<file path="src/rtl/dscp_pkg.sv">
package dscp_pkg;

  // ----------------------------------------------------------------
  // register map of the serial port
  // ----------------------------------------------------------------
  localparam logic [4:0] ADDR_MODE = 5'h00; // mode register, index 0
  localparam int NUM_REGS = 4;              // registers implemented
  localparam int POS_BIDIR = 7;             // data pin direction bit
  localparam int POS_LSB_FIRST = 6;         // bit order bit
  localparam int POS_SOFT_RESET = 5;        // software reset bit
  localparam logic [7:0] RST_MODE = 8'h00;  // mode register default
  localparam logic [7:0] RST_OTHER = 8'h00; // other registers default

  // ----------------------------------------------------------------
  // frame layout
  // ----------------------------------------------------------------
  localparam int POS_READ = 7;              // instruction read flag
  localparam logic [2:0] BIT_LAST = 3'h7;   // last bit of a byte

  // ----------------------------------------------------------------
  // rate clock divider for the alternate output function
  // ----------------------------------------------------------------
  localparam logic [3:0] RATE_DIV_LAST = 4'h7; // toggle every 8 cycles

  typedef enum logic [1:0] {
    DSCP_IDLE,
    DSCP_INSTR,
    DSCP_DATA
  } dscp_state_t;

endpackage : dscp_pkg

</file>
<file path="src/rtl/dscp_serial_port.sv">
// Functional notes
// - mode bit 7 sets data pin direction
// - separate output drives reads unless bidirectional
// - sample incoming bits on rising serial clock
// - launch outgoing bits on falling serial clock
// - select high resets frame engine, restarts instruction
// - hardware reset pin restores every register
// - writing mode bit 5 soft-resets registers
// - soft reset leaves mode register untouched
// - separate output may carry data rate clock
`timescale 1ns/1ns
`default_nettype none

module dscp_serial_port
  import dscp_pkg::*;
(
  input wire logic ref_clk,           // block clock, 100 MHz
  input wire logic reset_n,           // async reset, active low
  input wire logic hwResetPin,        // hardware reset pin, active high
  input wire logic port_select_n,     // chip select, active low
  input wire logic serialClk,         // serial clock from the host
  input wire logic serialDataIn,      // data pin, input side
  output logic serialDataOut,         // data pin, output side
  output logic serialDataOe_n,        // data pin enable, low drives
  output logic separate_data_out,     // separate output value
  output logic separateDataOe_n,      // separate output enable, low drives
  input wire logic rateClkSelect,     // 1: separate output shows rate clk
  output logic [7:0] modeReg,         // mode register contents
  output logic [7:0] cfgReg1,         // register 1 contents
  output logic [7:0] cfgReg2          // register 2 contents
);

  // ----------------------------------------------------------------
  // input synchronisers
  // ----------------------------------------------------------------
  logic [1:0] csSync_ff, nxt_csSync;   // chip select stages
  logic [1:0] sckSync_ff, nxt_sckSync; // serial clock stages
  logic [1:0] sdiSync_ff, nxt_sdiSync; // data in stages
  logic [1:0] hrSync_ff, nxt_hrSync;   // hardware reset stages
  logic sckPrev_ff, nxt_sckPrev;       // last synced serial clock

  // shift the pins through two stages; only stage 1 is read by logic
  always_comb begin
    nxt_csSync = {csSync_ff[0], port_select_n};
    nxt_sckSync = {sckSync_ff[0], serialClk};
    nxt_sdiSync = {sdiSync_ff[0], serialDataIn};
    nxt_hrSync = {hrSync_ff[0], hwResetPin};
    nxt_sckPrev = sckSync_ff[1];
  end

  always_ff @(posedge ref_clk or negedge reset_n) begin
    if (!reset_n) begin
      csSync_ff <= 2'h3;
      sckSync_ff <= 2'h0;
      sdiSync_ff <= 2'h0;
      hrSync_ff <= 2'h0;
      sckPrev_ff <= 1'b0;
    end else begin
      csSync_ff <= nxt_csSync;
      sckSync_ff <= nxt_sckSync;
      sdiSync_ff <= nxt_sdiSync;
      hrSync_ff <= nxt_hrSync;
      sckPrev_ff <= nxt_sckPrev;
    end
  end

  logic csHigh;   // select deasserted
  logic sckRise;  // rising serial clock seen
  logic sckFall;  // falling serial clock seen
  logic sdiBit;   // synced data bit
  logic hwReset;  // synced hardware reset
  assign csHigh = csSync_ff[1];
  assign sckRise = sckSync_ff[1] & ~sckPrev_ff;
  assign sckFall = ~sckSync_ff[1] & sckPrev_ff;
  assign sdiBit = sdiSync_ff[1];
  assign hwReset = hrSync_ff[1];

  // ----------------------------------------------------------------
  // frame engine and register file
  // ----------------------------------------------------------------
  dscp_state_t state_ff, nxt_state;        // frame phase
  logic [2:0] bitCnt_ff, nxt_bitCnt;       // bit within byte
  logic [7:0] shiftIn_ff, nxt_shiftIn;     // receive shifter
  logic [7:0] shiftOut_ff, nxt_shiftOut;   // transmit shifter
  logic isRead_ff, nxt_isRead;             // current frame reads
  logic [4:0] addr_ff, nxt_addr;           // current register address
  logic outBit_ff, nxt_outBit;             // launched read bit
  logic [7:0] regs_ff [NUM_REGS];          // register storage
  logic [7:0] nxtRegs [NUM_REGS];          // next register values
  logic [7:0] rxByte;                      // completed byte
  logic lsbFirst;                          // bit order from mode reg
  logic [1:0] regIdx;                      // register index

  assign lsbFirst = regs_ff[0][POS_LSB_FIRST];
  assign regIdx = addr_ff[1:0];

  always_comb begin
    nxt_state = state_ff;
    nxt_bitCnt = bitCnt_ff;
    nxt_shiftIn = shiftIn_ff;
    nxt_shiftOut = shiftOut_ff;
    nxt_isRead = isRead_ff;
    nxt_addr = addr_ff;
    nxt_outBit = outBit_ff;
    for (int i = 0; i < NUM_REGS; i++) begin
      nxtRegs[i] = regs_ff[i];
    end
    rxByte = lsbFirst ? {sdiBit, shiftIn_ff[7:1]} : {shiftIn_ff[6:0], sdiBit};
    if (csHigh) begin
      // select high puts the engine back at an instruction byte
      nxt_state = DSCP_IDLE;
      nxt_bitCnt = 3'h0;
    end else begin
      if (state_ff == DSCP_IDLE) begin
        nxt_state = DSCP_INSTR;
      end
      if (sckRise) begin
        nxt_shiftIn = rxByte;
        nxt_bitCnt = bitCnt_ff + 3'h1;
        if (bitCnt_ff == BIT_LAST) begin
          if (state_ff != DSCP_DATA) begin
            // instruction: read flag then address
            nxt_isRead = rxByte[POS_READ];
            nxt_addr = rxByte[4:0];
            nxt_state = DSCP_DATA;
            nxt_shiftOut = (rxByte[4:0] < 5'(NUM_REGS))
                           ? regs_ff[rxByte[1:0]] : 8'h00;
          end else begin
            if (!isRead_ff) begin
              if (addr_ff == ADDR_MODE && rxByte[POS_SOFT_RESET]) begin
                // soft reset spares the mode register
                for (int i = 1; i < NUM_REGS; i++) begin
                  nxtRegs[i] = RST_OTHER;
                end
              end else if (addr_ff < 5'(NUM_REGS)) begin
                nxtRegs[regIdx] = rxByte;
              end
            end
            // streaming: move to the next register
            nxt_addr = addr_ff + 5'h1;
            nxt_shiftOut = (addr_ff + 5'h1 < 5'(NUM_REGS))
                           ? regs_ff[2'(addr_ff + 5'h1)] : 8'h00;
          end
        end
      end
      if (sckFall && state_ff == DSCP_DATA && isRead_ff) begin
        // launch on the falling edge, host samples on the next rise
        nxt_outBit = lsbFirst ? shiftOut_ff[0] : shiftOut_ff[7];
        nxt_shiftOut = lsbFirst ? {1'b0, shiftOut_ff[7:1]}
                                : {shiftOut_ff[6:0], 1'b0};
      end
    end
    if (hwReset) begin
      // pin reset beats everything, mode register included
      nxt_state = DSCP_IDLE;
      nxt_bitCnt = 3'h0;
      nxtRegs[0] = RST_MODE;
      for (int i = 1; i < NUM_REGS; i++) begin
        nxtRegs[i] = RST_OTHER;
      end
    end
  end

  always_ff @(posedge ref_clk or negedge reset_n) begin
    if (!reset_n) begin
      state_ff <= DSCP_IDLE;
      bitCnt_ff <= 3'h0;
      shiftIn_ff <= 8'h00;
      shiftOut_ff <= 8'h00;
      isRead_ff <= 1'b0;
      addr_ff <= 5'h00;
      outBit_ff <= 1'b0;
      regs_ff[0] <= RST_MODE;
      for (int i = 1; i < NUM_REGS; i++) begin
        regs_ff[i] <= RST_OTHER;
      end
    end else begin
      state_ff <= nxt_state;
      bitCnt_ff <= nxt_bitCnt;
      shiftIn_ff <= nxt_shiftIn;
      shiftOut_ff <= nxt_shiftOut;
      isRead_ff <= nxt_isRead;
      addr_ff <= nxt_addr;
      outBit_ff <= nxt_outBit;
      for (int i = 0; i < NUM_REGS; i++) begin
        regs_ff[i] <= nxtRegs[i];
      end
    end
  end

  // ----------------------------------------------------------------
  // data rate clock for the alternate output use
  // ----------------------------------------------------------------
  logic [3:0] rateCnt_ff, nxt_rateCnt; // divider count
  logic rateClk_ff, nxt_rateClk;       // divided clock level

  always_comb begin
    nxt_rateCnt = rateCnt_ff + 4'h1;
    nxt_rateClk = rateClk_ff;
    if (rateCnt_ff == RATE_DIV_LAST) begin
      nxt_rateCnt = 4'h0;
      nxt_rateClk = ~rateClk_ff;
    end
  end

  always_ff @(posedge ref_clk or negedge reset_n) begin
    if (!reset_n) begin
      rateCnt_ff <= 4'h0;
      rateClk_ff <= 1'b0;
    end else begin
      rateCnt_ff <= nxt_rateCnt;
      rateClk_ff <= nxt_rateClk;
    end
  end

  // ----------------------------------------------------------------
  // pin drivers
  // ----------------------------------------------------------------
  logic bidir;       // data pin acts as input and output
  logic readActive;  // read data phase while selected
  assign bidir = regs_ff[0][POS_BIDIR];
  assign readActive = (state_ff == DSCP_DATA) & isRead_ff & ~csHigh;

  assign modeReg = regs_ff[0];
  assign cfgReg1 = regs_ff[1];
  assign cfgReg2 = regs_ff[2];
  assign serialDataOut = outBit_ff;
  // data pin drives only when bidirectional and a read is under way
  assign serialDataOe_n = ~(bidir & readActive);
  // separate output floats once the data pin is bidirectional, unless rateClkSelect puts the rate clock on it
  assign separate_data_out = rateClkSelect ? rateClk_ff : outBit_ff;
  assign separateDataOe_n = rateClkSelect ? 1'b0
                          : ~(~bidir & readActive);

  // ----------------------------------------------------------------
  // checks
  // ----------------------------------------------------------------
  chk_sdo_float: assert property (
    @(posedge ref_clk) disable iff (!reset_n)
    (bidir && !rateClkSelect) |-> separateDataOe_n)
    else $error("separate output driven in bidirectional mode");
  chk_pin_dir: assert property (
    @(posedge ref_clk) disable iff (!reset_n)
    !bidir |-> serialDataOe_n)
    else $error("data pin driven while configured as input");
  chk_cs_resync: assert property (
    @(posedge ref_clk) disable iff (!reset_n)
    csHigh |=> (state_ff == DSCP_IDLE && bitCnt_ff == 3'h0))
    else $error("select high did not restart the frame");
  chk_hw_reset: assert property (
    @(posedge ref_clk) disable iff (!reset_n)
    hwReset |=> (regs_ff[0] == RST_MODE && regs_ff[1] == RST_OTHER))
    else $error("hardware reset left a register dirty");
  chk_soft_keep: assert property (
    @(posedge ref_clk) disable iff (!reset_n)
    (!hwReset && !(sckRise && !csHigh && addr_ff == ADDR_MODE))
    |=> regs_ff[0] == $past(regs_ff[0]))
    else $error("mode register changed without a write");
  chk_rise_only: assert property (
    @(posedge ref_clk) disable iff (!reset_n)
    (!sckRise && !hwReset) |=> $stable(shiftIn_ff))
    else $error("input shifted without rising serial clock");
  chk_fall_only: assert property (
    @(posedge ref_clk) disable iff (!reset_n)
    !sckFall |=> $stable(outBit_ff))
    else $error("output bit moved without falling serial clock");
  chk_rate_out: assert property (
    @(posedge ref_clk) disable iff (!reset_n)
    rateClkSelect |-> (separate_data_out == rateClk_ff && !separateDataOe_n))
    else $error("rate clock not on separate output");

endmodule : dscp_serial_port

`default_nettype wire

</file>
<file path="config.mk">
export PLATFORM = sky130hd
export DESIGN_NAME = dscp_serial_port
export DESIGN_NICKNAME = d
export VERILOG_FILES = /design/src/rtl/dscp_pkg.sv /design/src/rtl/dscp_serial_port.sv
export SDC_FILE = /design/constraint.sdc
export NUM_CORES = 1
export LEC_CHECK = 0
export ABC_AREA = 1
export CAP_MARGIN = 20
export CORE_MARGIN = 4
export CORE_UTILIZATION = 64
export DETAILED_ROUTE_END_ITERATION = 16
export DONT_BUFFER_PORTS = 1
export GPL_TIMING_DRIVEN = 1
export PLACE_DENSITY = 0.8
export SLEW_MARGIN = 20
export SYNTH_ARGS = -nofsm -noshare
export SYNTH_HDL_FRONTEND = slang
export SYNTH_SLANG_ARGS = --single-unit
export TNS_END_PERCENT = 50
</file>
<file path="constraint.sdc">
create_clock -name ref_clk -period 2.6 [get_ports ref_clk]
set_input_delay 0.13 -clock ref_clk [delete_from_list [all_inputs] [get_ports ref_clk]]
set_output_delay 0.13 -clock ref_clk [all_outputs]
set_load 0.1 [all_outputs]
</file>
* Yosys cells after proc, flatten, opt, wreduce, memory -nomap -nowiden *
Index checks and enable logic that the tools add are counted.

cells by class
  muxes and demuxes = 40
  eq/ne operators = 8
  divide/modulo/power cells = 0
  reduce and logical (&&, ||, !) cells = 20
  order comparisons = 7
  $mul = 0
  add/sub/neg operators = 3
  shift-type cells = 0
  bitwise gates (word level) = 16

operators with widths
  kind                                                        count
  2-to-1 mux 32 bit                                           7
  2-to-1 mux 8 bit                                            14
  binary-select mux 8 bit (select 2 bit)                      2
  bitwise mux 32 bit                                          1
  2-to-1 mux 24 bit                                           1
  demux 8 bit (select 2 bit)                                  1
  less-than comparator 5 x 3 -> 1 bit, second input constant  3
  2-to-1 mux 2 bit                                            6
  nonzero test 2 bit                                          5
  >= comparator 3 bit, second input constant                  3
  2-to-1 mux 3 bit                                            3
  NOT 2 -> 3 bit                                              3
  != test 2 bit, second input constant                        4
  NOT 1 bit                                                   7
  AND reduction 7 bit                                         1
  AND 1 bit                                                   6
  AND reduction 3 bit                                         2
  AND reduction 6 bit                                         1
  nonzero test 3 bit                                          2
  adder 5 x 1 -> 5 bit, second input constant                 1
  zero test 5 bit                                             1
  2-to-1 mux 5 bit                                            1
  adder 4 x 1 -> 4 bit, second input constant                 1
  equality test 4 x 3 -> 1 bit, second input constant         1
  other kinds (11)                                            17

word-level totals
  bits in read-only memories = 0
  input port bits = 7
  output and inout port bits = 28
  bits in registers = 74
  bits in writable memories = 0
  bits in latches = 0
  word-level logic and storage cells = 112
  memories kept = 0

* Logic depth before layout (Yosys ltp) *
Gate-level depths: netlist (run 1).

  word-level depth = 14
  mapped depth = 12
  depth with buffers taken out = 11

* Worst setup path after synthesis (run 1) *
Ideal clock, no wire load.

  path kind = reg-to-reg
  start point = register addr_ff[0]
  end point = register shiftOut_ff[3]
  path slack = 0.713 ns
  library setup time = 0.116 ns
  cell stages (with the launch flop) = 13
  arrival time = 1.771 ns
  path buffers = 2
  required time = 2.484 ns
  clock period less this slack = 1.887 ns
  path through = dfrtp_1 -> inv_2 -> buf_2 -> ha_1 -> inv_1 -> clkbuf_1 -> nor2_1 -> nand2_1 -> nand2_1 -> nand3_1 -> nand3_1 -> nand2_1 -> nand2_1

between the ends
  longest elaborated chain between the ends = 10
  elaborated cells on any way between the ends = 11
  those cells by class = add/sub: 1; order compare: 1; mux: 8; bitwise: 1

RTL lines
  item                                                 RTL line                 source
  start, declared                                      dscp_serial_port.sv:86   logic [4:0] addr_ff, nxt_addr;
  start signal, assigned                               dscp_serial_port.sv:183  addr_ff <= nxt_addr;
  adder 5 x 1 -> 5 bit (*)                             dscp_serial_port.sv:142  ? regs_ff[2'(addr_ff + 5'h1)] : 8'h00;
  NOT 2 -> 3 bit (not written as such)                 dscp_serial_port.sv:142
  binary-select mux 8 bit (select 2 bit)               dscp_serial_port.sv:142
  2-to-1 mux 8 bit (not written as such) (2 in a row)  dscp_serial_port.sv:142
  2-to-1 mux 8 bit (*)                                 dscp_serial_port.sv:142
  2-to-1 mux 8 bit (*)                                 dscp_serial_port.sv:121  if (state_ff != DSCP_DATA) begin
  2-to-1 mux 8 bit (*)                                 dscp_serial_port.sv:120  if (bitCnt_ff == BIT_LAST) begin
  2-to-1 mux 8 bit (*)                                 dscp_serial_port.sv:117  if (sckRise) begin
  2-to-1 mux 8 bit (*)                                 dscp_serial_port.sv:146  if (sckFall && state_ff == DSCP_DATA && isRead_ff) begin
  end signal, assigned                                 dscp_serial_port.sv:181  shiftOut_ff <= nxt_shiftOut;
  end, declared                                        dscp_serial_port.sv:84   logic [7:0] shiftOut_ff, nxt_shiftOut;

Every way passes the cells marked *; elsewhere a longest branch is shown, timed or not. The select of a mux whose other input is x is not followed.
A chain may end at the register's enable or synchronous reset.

* Final worst setup path (run 1) *
Same ends and word-level chain as after synthesis.

==> results of run 1 <==
==> cell type report <==
| class | count | share of cell area |
|---|---|---|
| Inverter | 49 | 0.0388 |
| Multi-Input combinational cell | 411 | 0.436 |
| Sequential cell | 74 | 0.392 |
| Tap cell | 77 | 0.0203 |
| Clock buffer | 10 | 0.0291 |
| Timing Repair Buffer | 36 | 0.0640 |
| Clock inverter | 6 | 0.0201 |
==> kinds of logic (layout without fill, tap and decap cells) <==
kind of cell,Yosys count,after routing,synth area share
AOI/OAI and AO/OA,33,33,0.0434
xor gates and xnor gates,4,4,0.00795
adders and majority gates,7,7,0.0199
buffers and inverters,90,101,0.111
DFF,74,74,0.421
muxes,4,4,0.00908
and+or+nand+nor,363,363,0.388
==> metal layers <==
layer,up-vias,track usage,wire length [µm],share of wire
met4,0,0.198,676,0.060
met2,204,0.456,5370,0.48
met3,58,0.0504,809,0.072
li1,1820,-,-,-
met5,-,0,0,0
met1,1816,0.357,4370,0.39
==> power by group <==
group          internal (mW)  total [mW]  switching (mW)
sequential              1.19        1.23          0.0363
combinational         0.0930       0.346           0.253
clock                  0.579        1.05           0.476
==> registers in the layout (all words and copies together) (netlist names), 3 cells and up <==
| signal | flops |
|---|---|
| bitCnt_ff | 3 |
| modeReg | 8 |
| regs_ff | 8 |
| shiftIn_ff | 8 |
| rateCnt_ff | 4 |
| cfgReg2 | 8 |
| addr_ff | 5 |
| cfgReg1 | 8 |
| shiftOut_ff | 8 |
==> critical path, stage by stage (launching register included) <==
cell and delay (ns):
dfrtp_1 0.50, inv_2 0.20, ha_1 0.40, inv_1 0.38, nor2_1 0.09, nand2_1 0.08, nand2_1 0.07, nand3_1 0.09
nand3_1 0.12, nand2_1 0.08, nand2_1 0.05
==> cells in the mapped netlist (5+ instances only) <==
cell type,instances
nand2_1,185
buf_4,27
nand3_1,99
a21oi_1,8
nor2_4,7
dfrtp_1,72
inv_2,8
nor2_1,38
buf_2,5
o21ai_0,17
or2_2,7
inv_1,41
nand2_2,8
ha_1,7
==> how the worst max path moves through the flow <==
stage                                 from  cells after the start                    endpoint  slack, ns
global route        addr_ff[0]$_DFFE_PN0P_                     10  shiftOut_ff[3]$_DFFE_PN0P_       0.19
global placement    addr_ff[0]$_DFFE_PN0P_                     10  shiftOut_ff[3]$_DFFE_PN0P_       0.54
floorplan           addr_ff[0]$_DFFE_PN0P_                     12  shiftOut_ff[3]$_DFFE_PN0P_       0.71
finish              addr_ff[0]$_DFFE_PN0P_                     10  shiftOut_ff[3]$_DFFE_PN0P_       0.43
detailed placement  addr_ff[0]$_DFFE_PN0P_                     10  shiftOut_ff[3]$_DFFE_PN0P_       0.50
CTS                 addr_ff[0]$_DFFE_PN0P_                     10  shiftOut_ff[3]$_DFFE_PN0P_       0.48
==> timing repair <==
action | 4_1_cts | 5_1_grt
setup endpoints to repair | 0 | 0
gates resized for setup | 0 | 0
hold buffers | 6 | 0
hold endpoints to repair | 78 | 0
==> through the flow <==
step,area [µm²],hold slack (ns),power [mW],cells
finish,4730,0.295,2.63,663
global route,4730,0.313,2.73,663
CTS,4730,0.293,2.64,663
detailed placement,4420,-0.164,1.56,641
global placement,4420,-0.164,1.55,641
floorplan,4410,-0.166,1.48,575
==> summary.md, run 1 <==
| Metric | Value |
|---|---|
| DRT Pass-1 Iters | 7 |
| P&R area growth vs syn | 7.41% |
| Via density | 5.88 |
| First-pass GRT wire length | around 19000 µm |
| Fraction of layout cells with a size suffix above 1 | 0.164 |
| Clock latency on the worst-skew pair | between 0.3 and 0.4 ns |
| Clock tree sinks | 74 |
| Largest net degree at the start of global routing | 75 |
| Sequential fraction of the synthesis area | 0.421 |
| Least-Margin Pin Slew | between 0.8 and 0.9 ns |
| GR Util All Layers | 0.287 |
| Synthesized area | ~4400 µm² |
| Post-route setup slack | 0.426 ns |
| Row count | 29 |
| Nets | about 600 |
| Io pins | 35 |
| PwrDens | approximately 560 nW/µm² |
| Leakage power | between 2 and 2.5 nW |
| Final setup vio count | 0 |
| Core Util, Final | 0.725 |
| Minimum clock period | about 2.2 ns |
| #FFs+latches synth | 74 |
| Final ANT Viol Nets | 0 |
| Top cells by area, synth | dfrtp_1 (41%), nand2_1 (16%), nand3_1 (11%), buf_4 (4.6%), inv_1 (3.5%) |
| EDFF count, synth | 0 |
| Syn Nets | ~590 |
| CP max FO | 16 |
| Starting DRT DRC Count | 388 |
| Library cells used by synthesis | 35 |
| Fillers | ~510 |
| Starting Density | 0.675 |
| Root Buffer | clkbuf_8 |
| FF-to-FF path depth | 10 |
| Final Max Tran Viols | 0 |
| Core area | ~6500 µm² |
| Critical path type | reg2reg |
| Initial antenna violation count | 0 |
| RR Startpoint | addr_ff[0]$_DFFE_PN0P_ |
| Max-cap violations | 0 |
| Avg Cell Area, Syn | between 7 and 8 µm² |
| Slew headroom | 0.449 |
| Worst-path clk slew | 0.09 ns |
| Reg2reg setup slack | ~0.43 ns |
| HPWL Detailed | 7810 µm |
| Top cell type's share of synthesized area | 0.409 |
| DIE HEIGHT | between 90 and 100 µm |
| Ys flop type | dfrtp_1 |
| Commonest non-fill, non-tap cell in the layout | nand2_1 |
| Most frequent cells in the layout | nand2_1 (185), nand3_1 (99), dfrtp_1 (71) |
| Hold crit path type | in2async |
| Post-CTS Setup Bufs | 0 |
| Clk_skew | 0.0162 ns |
| Setup TNS | 0 ns |
| Max VDD drop | 0.000458 V |
| Via count | roughly 3900 |
| Final period util | 0.836 |
| Place WS | between 0.5 and 0.6 ns |
| Total grt overflow | 0 |
| Required time worst endpoint | around 2.9 ns |
| CTS tree | yes |
| Mapped Cells | around 580 |
| N_diodes | 0 |
| WL per Instance | ~17 µm |
| Placer Congestion | ~0.91 |
| Reg area | roughly 1900 µm² |
| Fin. Hold Viols | 0 |
| Die Area | 8280 µm² |
| Die W | slightly above 90 µm |
| Asr flop ratio synth | 1.00 |
| CTS buffer count | 9 |
| Vias in the first global route | approximately 3800 |
| Status | finished clean |
| Multi-input logic area | roughly 2100 µm² |
| Crit start category | flop |
| CTS H-Tree Depth | 3 |
| Clock buffer depth | 2 |
| Number of port buffers | 0 |
| Highest Clock Rate | ~460 MHz |
| Warnings, synthesis | 0 |
| Yosys top cell by area | dfrtp_1 |
| Reg2Reg Capture Point | shiftOut_ff[3]$_DFFE_PN0P_ |
| Drt drc | 0 |
| Setup repair after global routing missed its margin | false |
| Final wirelength | ~11000 µm |
| Critical Path Sink Type | flop |
| Worst EP arrival | ~2.4 ns |
(Power assumes the default switching activity.)
==> run 2, diff against run 1 <==
- CORE_UTILIZATION: 64 -> 58
- PLACE_DENSITY: 0.8 -> 0.76
- clock period: 2.6 -> 1.8 ns (I/O delays scaled with it)
==> summary.md, run 2 (synthesized netlist as in run 1, its figures left out) <==
| Metric | Value |
|---|---|
| Final setup vio count | 0 (unchanged) |
| Io pins | 35 (unchanged) |
| Largest net degree at the start of global routing | 75 (unchanged) |
| Final Max Tran Viols | 0 (unchanged) |
| Initial antenna violation count | 0 (unchanged) |
| Starting DRT DRC Count | 425 (was 388) |
| Sw frac | 0.280 (was 0.291) |
| CP max FO | 10 (was 16) |
| Logic pwr share | 0.137 (was 0.131) |
| Clock latency on the worst-skew pair | 0.36 ns (was 0.37 ns) |
| Worst-path clk slew | 0.09 ns (about the same) |
| WL per Instance | 16.6 µm (was 16.9 µm) |
| Via count | 4028 (was 3898) |
| CTS H-Tree Depth | 3 (unchanged) |
| Fraction of layout cells with a size suffix above 1 | 0.207 (was 0.164) |
| Root Buffer | clkbuf_8 (unchanged) |
| GR Util All Layers | 0.278 (was 0.287) |
| Die Area | 9060 µm² (was 8280 µm²) |
| Hold crit path type | in2async (unchanged) |
| Highest Clock Rate | 590 MHz (was 460 MHz) |
| Clock tree sinks | 74 (unchanged) |
| Hold slack | 0.266 ns (was 0.295 ns) |
| Required time worst endpoint | 2.05 ns (was 2.86 ns) |
| Seq pwr share | 0.456 (was 0.468) |
| Worst EP arrival | 1.95 ns (was 2.43 ns) |
| HPWL Detailed | 8140 µm (was 7810 µm) |
| P&R area growth vs syn | 14.7% (was 7.41%) |
| Final Instance Area | 5050 µm² (was 4730 µm²) |
| DRT Pass-1 Iters | 6 (was 7) |
| Core Util, Final | 0.690 (was 0.725) |
| Core area | 7330 µm² (was 6530 µm²) |
| N_diodes | 0 (unchanged) |
| First-pass GRT wire length | 18900 µm (was 18600 µm) |
| Fillers | 588 (was 509) |
| Leakage power | 2.60 nW (was 2.48 nW) |
| Minimum clock period | 1.69 ns (was 2.17 ns) |
| Reg2reg setup slack | 0.11 ns (was 0.43 ns) |
| Max VDD drop | 0.000509 V (was 0.000458 V) |
| Total grt overflow | 0 (unchanged) |
| Crit start category | flop (unchanged) |
| CTS tree | yes (unchanged) |
| Status | finished clean (unchanged) |
| Number of port buffers | 0 (unchanged) |
| Slew headroom | 0.730 (was 0.449) |
| Drt drc | 0 (unchanged) |
| Post-DP Area | 4570 µm² (was 4420 µm²) |
| Least-Margin Pin Slew | 0.403 ns (was 0.824 ns) |
| Vias in the first global route | 3859 (was 3813) |
| Via density | 5.69 (was 5.88) |
| Setup TNS | 0 ns (unchanged) |
| FF-to-FF path depth | 9 (was 10) |
| Placer Congestion | 1.02 (was 0.908) |
| Fin. Hold Viols | 0 (unchanged) |
| Max-cap violations | 0 (unchanged) |
| Final period util | 0.942 (was 0.836) |
| Clock power frac | 0.407 (was 0.401) |
| Critical path type | reg2reg (unchanged) |
| Most frequent cells in the layout | nand2_1 (185), nand3_1 (98), dfrtp_1 (71) (was nand2_1 (185), nand3_1 (99), dfrtp_1 (71)) |
| Final ANT Viol Nets | 0 (unchanged) |
| Internal | 2.80 mW (was 1.86 mW) |
| Clock buffer depth | 2 (unchanged) |
| Row count | 31 (was 29) |
| DIE HEIGHT | 95.2 µm (was 91.0 µm) |
| Die W | 95.2 µm (was 91.0 µm) |
| Commonest non-fill, non-tap cell in the layout | nand2_1 (unchanged) |
| Nets | 618 (was 595) |
| CTS buffer count | 9 (unchanged) |
| Net Sw Power | 1.09 mW (was 765 µW) |
| PwrDens | 770 nW/µm² (was 555 nW/µm²) |
| Critical Path Sink Type | flop (unchanged) |
| Clk_skew | 0.0156 ns (was 0.0162 ns) |
| Final wirelength | 11700 µm (was 11200 µm) |
| Starting Density | 0.601 (was 0.675) |
-- run 2: cell types whose count changed in the layout (fill, tap and decap cells not counted), moves of 2 or more --
cell,previous run,this run
clkinvlp_4,0,4
inv_1,41,39
buf_4,30,46
buf_12,0,4
inv_6,3,1
ha_2,0,2
nand2_4,4,6
ha_1,7,4
-- run 2: stage by stage --
step | setup WS [ns] | cells | total power, mW
2_1_floorplan | 0.00886 | 575 | 2.13
3_3_place_gp | 0.0634 | 676 | 2.25
3_5_place_dp | 0.00418 | 676 | 2.27
4_1_cts | 0.00218 | 698 | 3.90
5_1_grt | -0.00903 | 708 | 4.05
6_report | 0.105 | 708 | 3.89
-- run 2: final cells by class --
type                            count  area [µm²]  share of cell area
Multi-Input combinational cell    412        2120               0.419
Sequential cell                    74        1860               0.367
Timing Repair Buffer               57         514               0.102
Inverter                           49         194              0.0384
Clock buffer                       10         128              0.0252
Tap cell                           99         124              0.0245
Clock inverter                      6         115              0.0228
Timing Repair inverter              1        7.51             0.00149
-- run 2: path summary, 6_finish.rpt --
check | start | endpoint
max | bitCnt_ff[0]$_DFFE_PN0P_ | regs_ff[3]$_DFFE_PN0P_
min | reset_n | cfgReg1[2]$_DFFE_PN0P_
max reg2reg | bitCnt_ff[0]$_DFFE_PN0P_ | regs_ff[3]$_DFFE_PN0P_
min reg2reg | sckSync_ff[0]$_DFF_PN0_ | sckSync_ff[1]$_DFF_PN0_
max in group asynchronous | reset_n | csSync_ff[1]$_DFF_PN1_
min in group ref_clk | port_select_n | csSync_ff[0]$_DFF_PN1_
-- run 2: critical path: stages, from the launching register on --
cell and delay, ns:
dfrtp_1 0.38, ha_1 0.17, ha_2 0.21, nand2_4 0.09
nor2_8 0.16, nand3_4 0.15, nand2_8 0.14, nand2_2 0.14
nand2_1 0.10, nand2_1 0.05
-- run 2: power groups by stage --
| stage | sequential, mW | clock (mW) | combinational, mW |
|---|---|---|---|
| finish | 1.78 | 1.58 | 0.534 |
| global route | 1.78 | 1.67 | 0.589 |
| CTS | 1.77 | 1.61 | 0.512 |
| detailed placement | 1.81 | 0 | 0.460 |
| global placement | 1.80 | 0 | 0.451 |
| floorplan | 1.79 | 0 | 0.341 |
-- run 2: timing repair --
item	in CTS	in global routing
setup endpoints to repair	0	42
hold buffers	6	0
endpoints found under the hold margin	78	0
gates resized for setup	0	15
buffers inserted	0	8
-- run 2: routing by layer --
| layer | share of wire | GRT usage |
|---|---|---|
| met5 | 0 | 0 |
| met1 | 0.38 | 0.335 |
| met4 | 0.056 | 0.165 |
| met3 | 0.082 | 0.0552 |
| met2 | 0.48 | 0.458 |
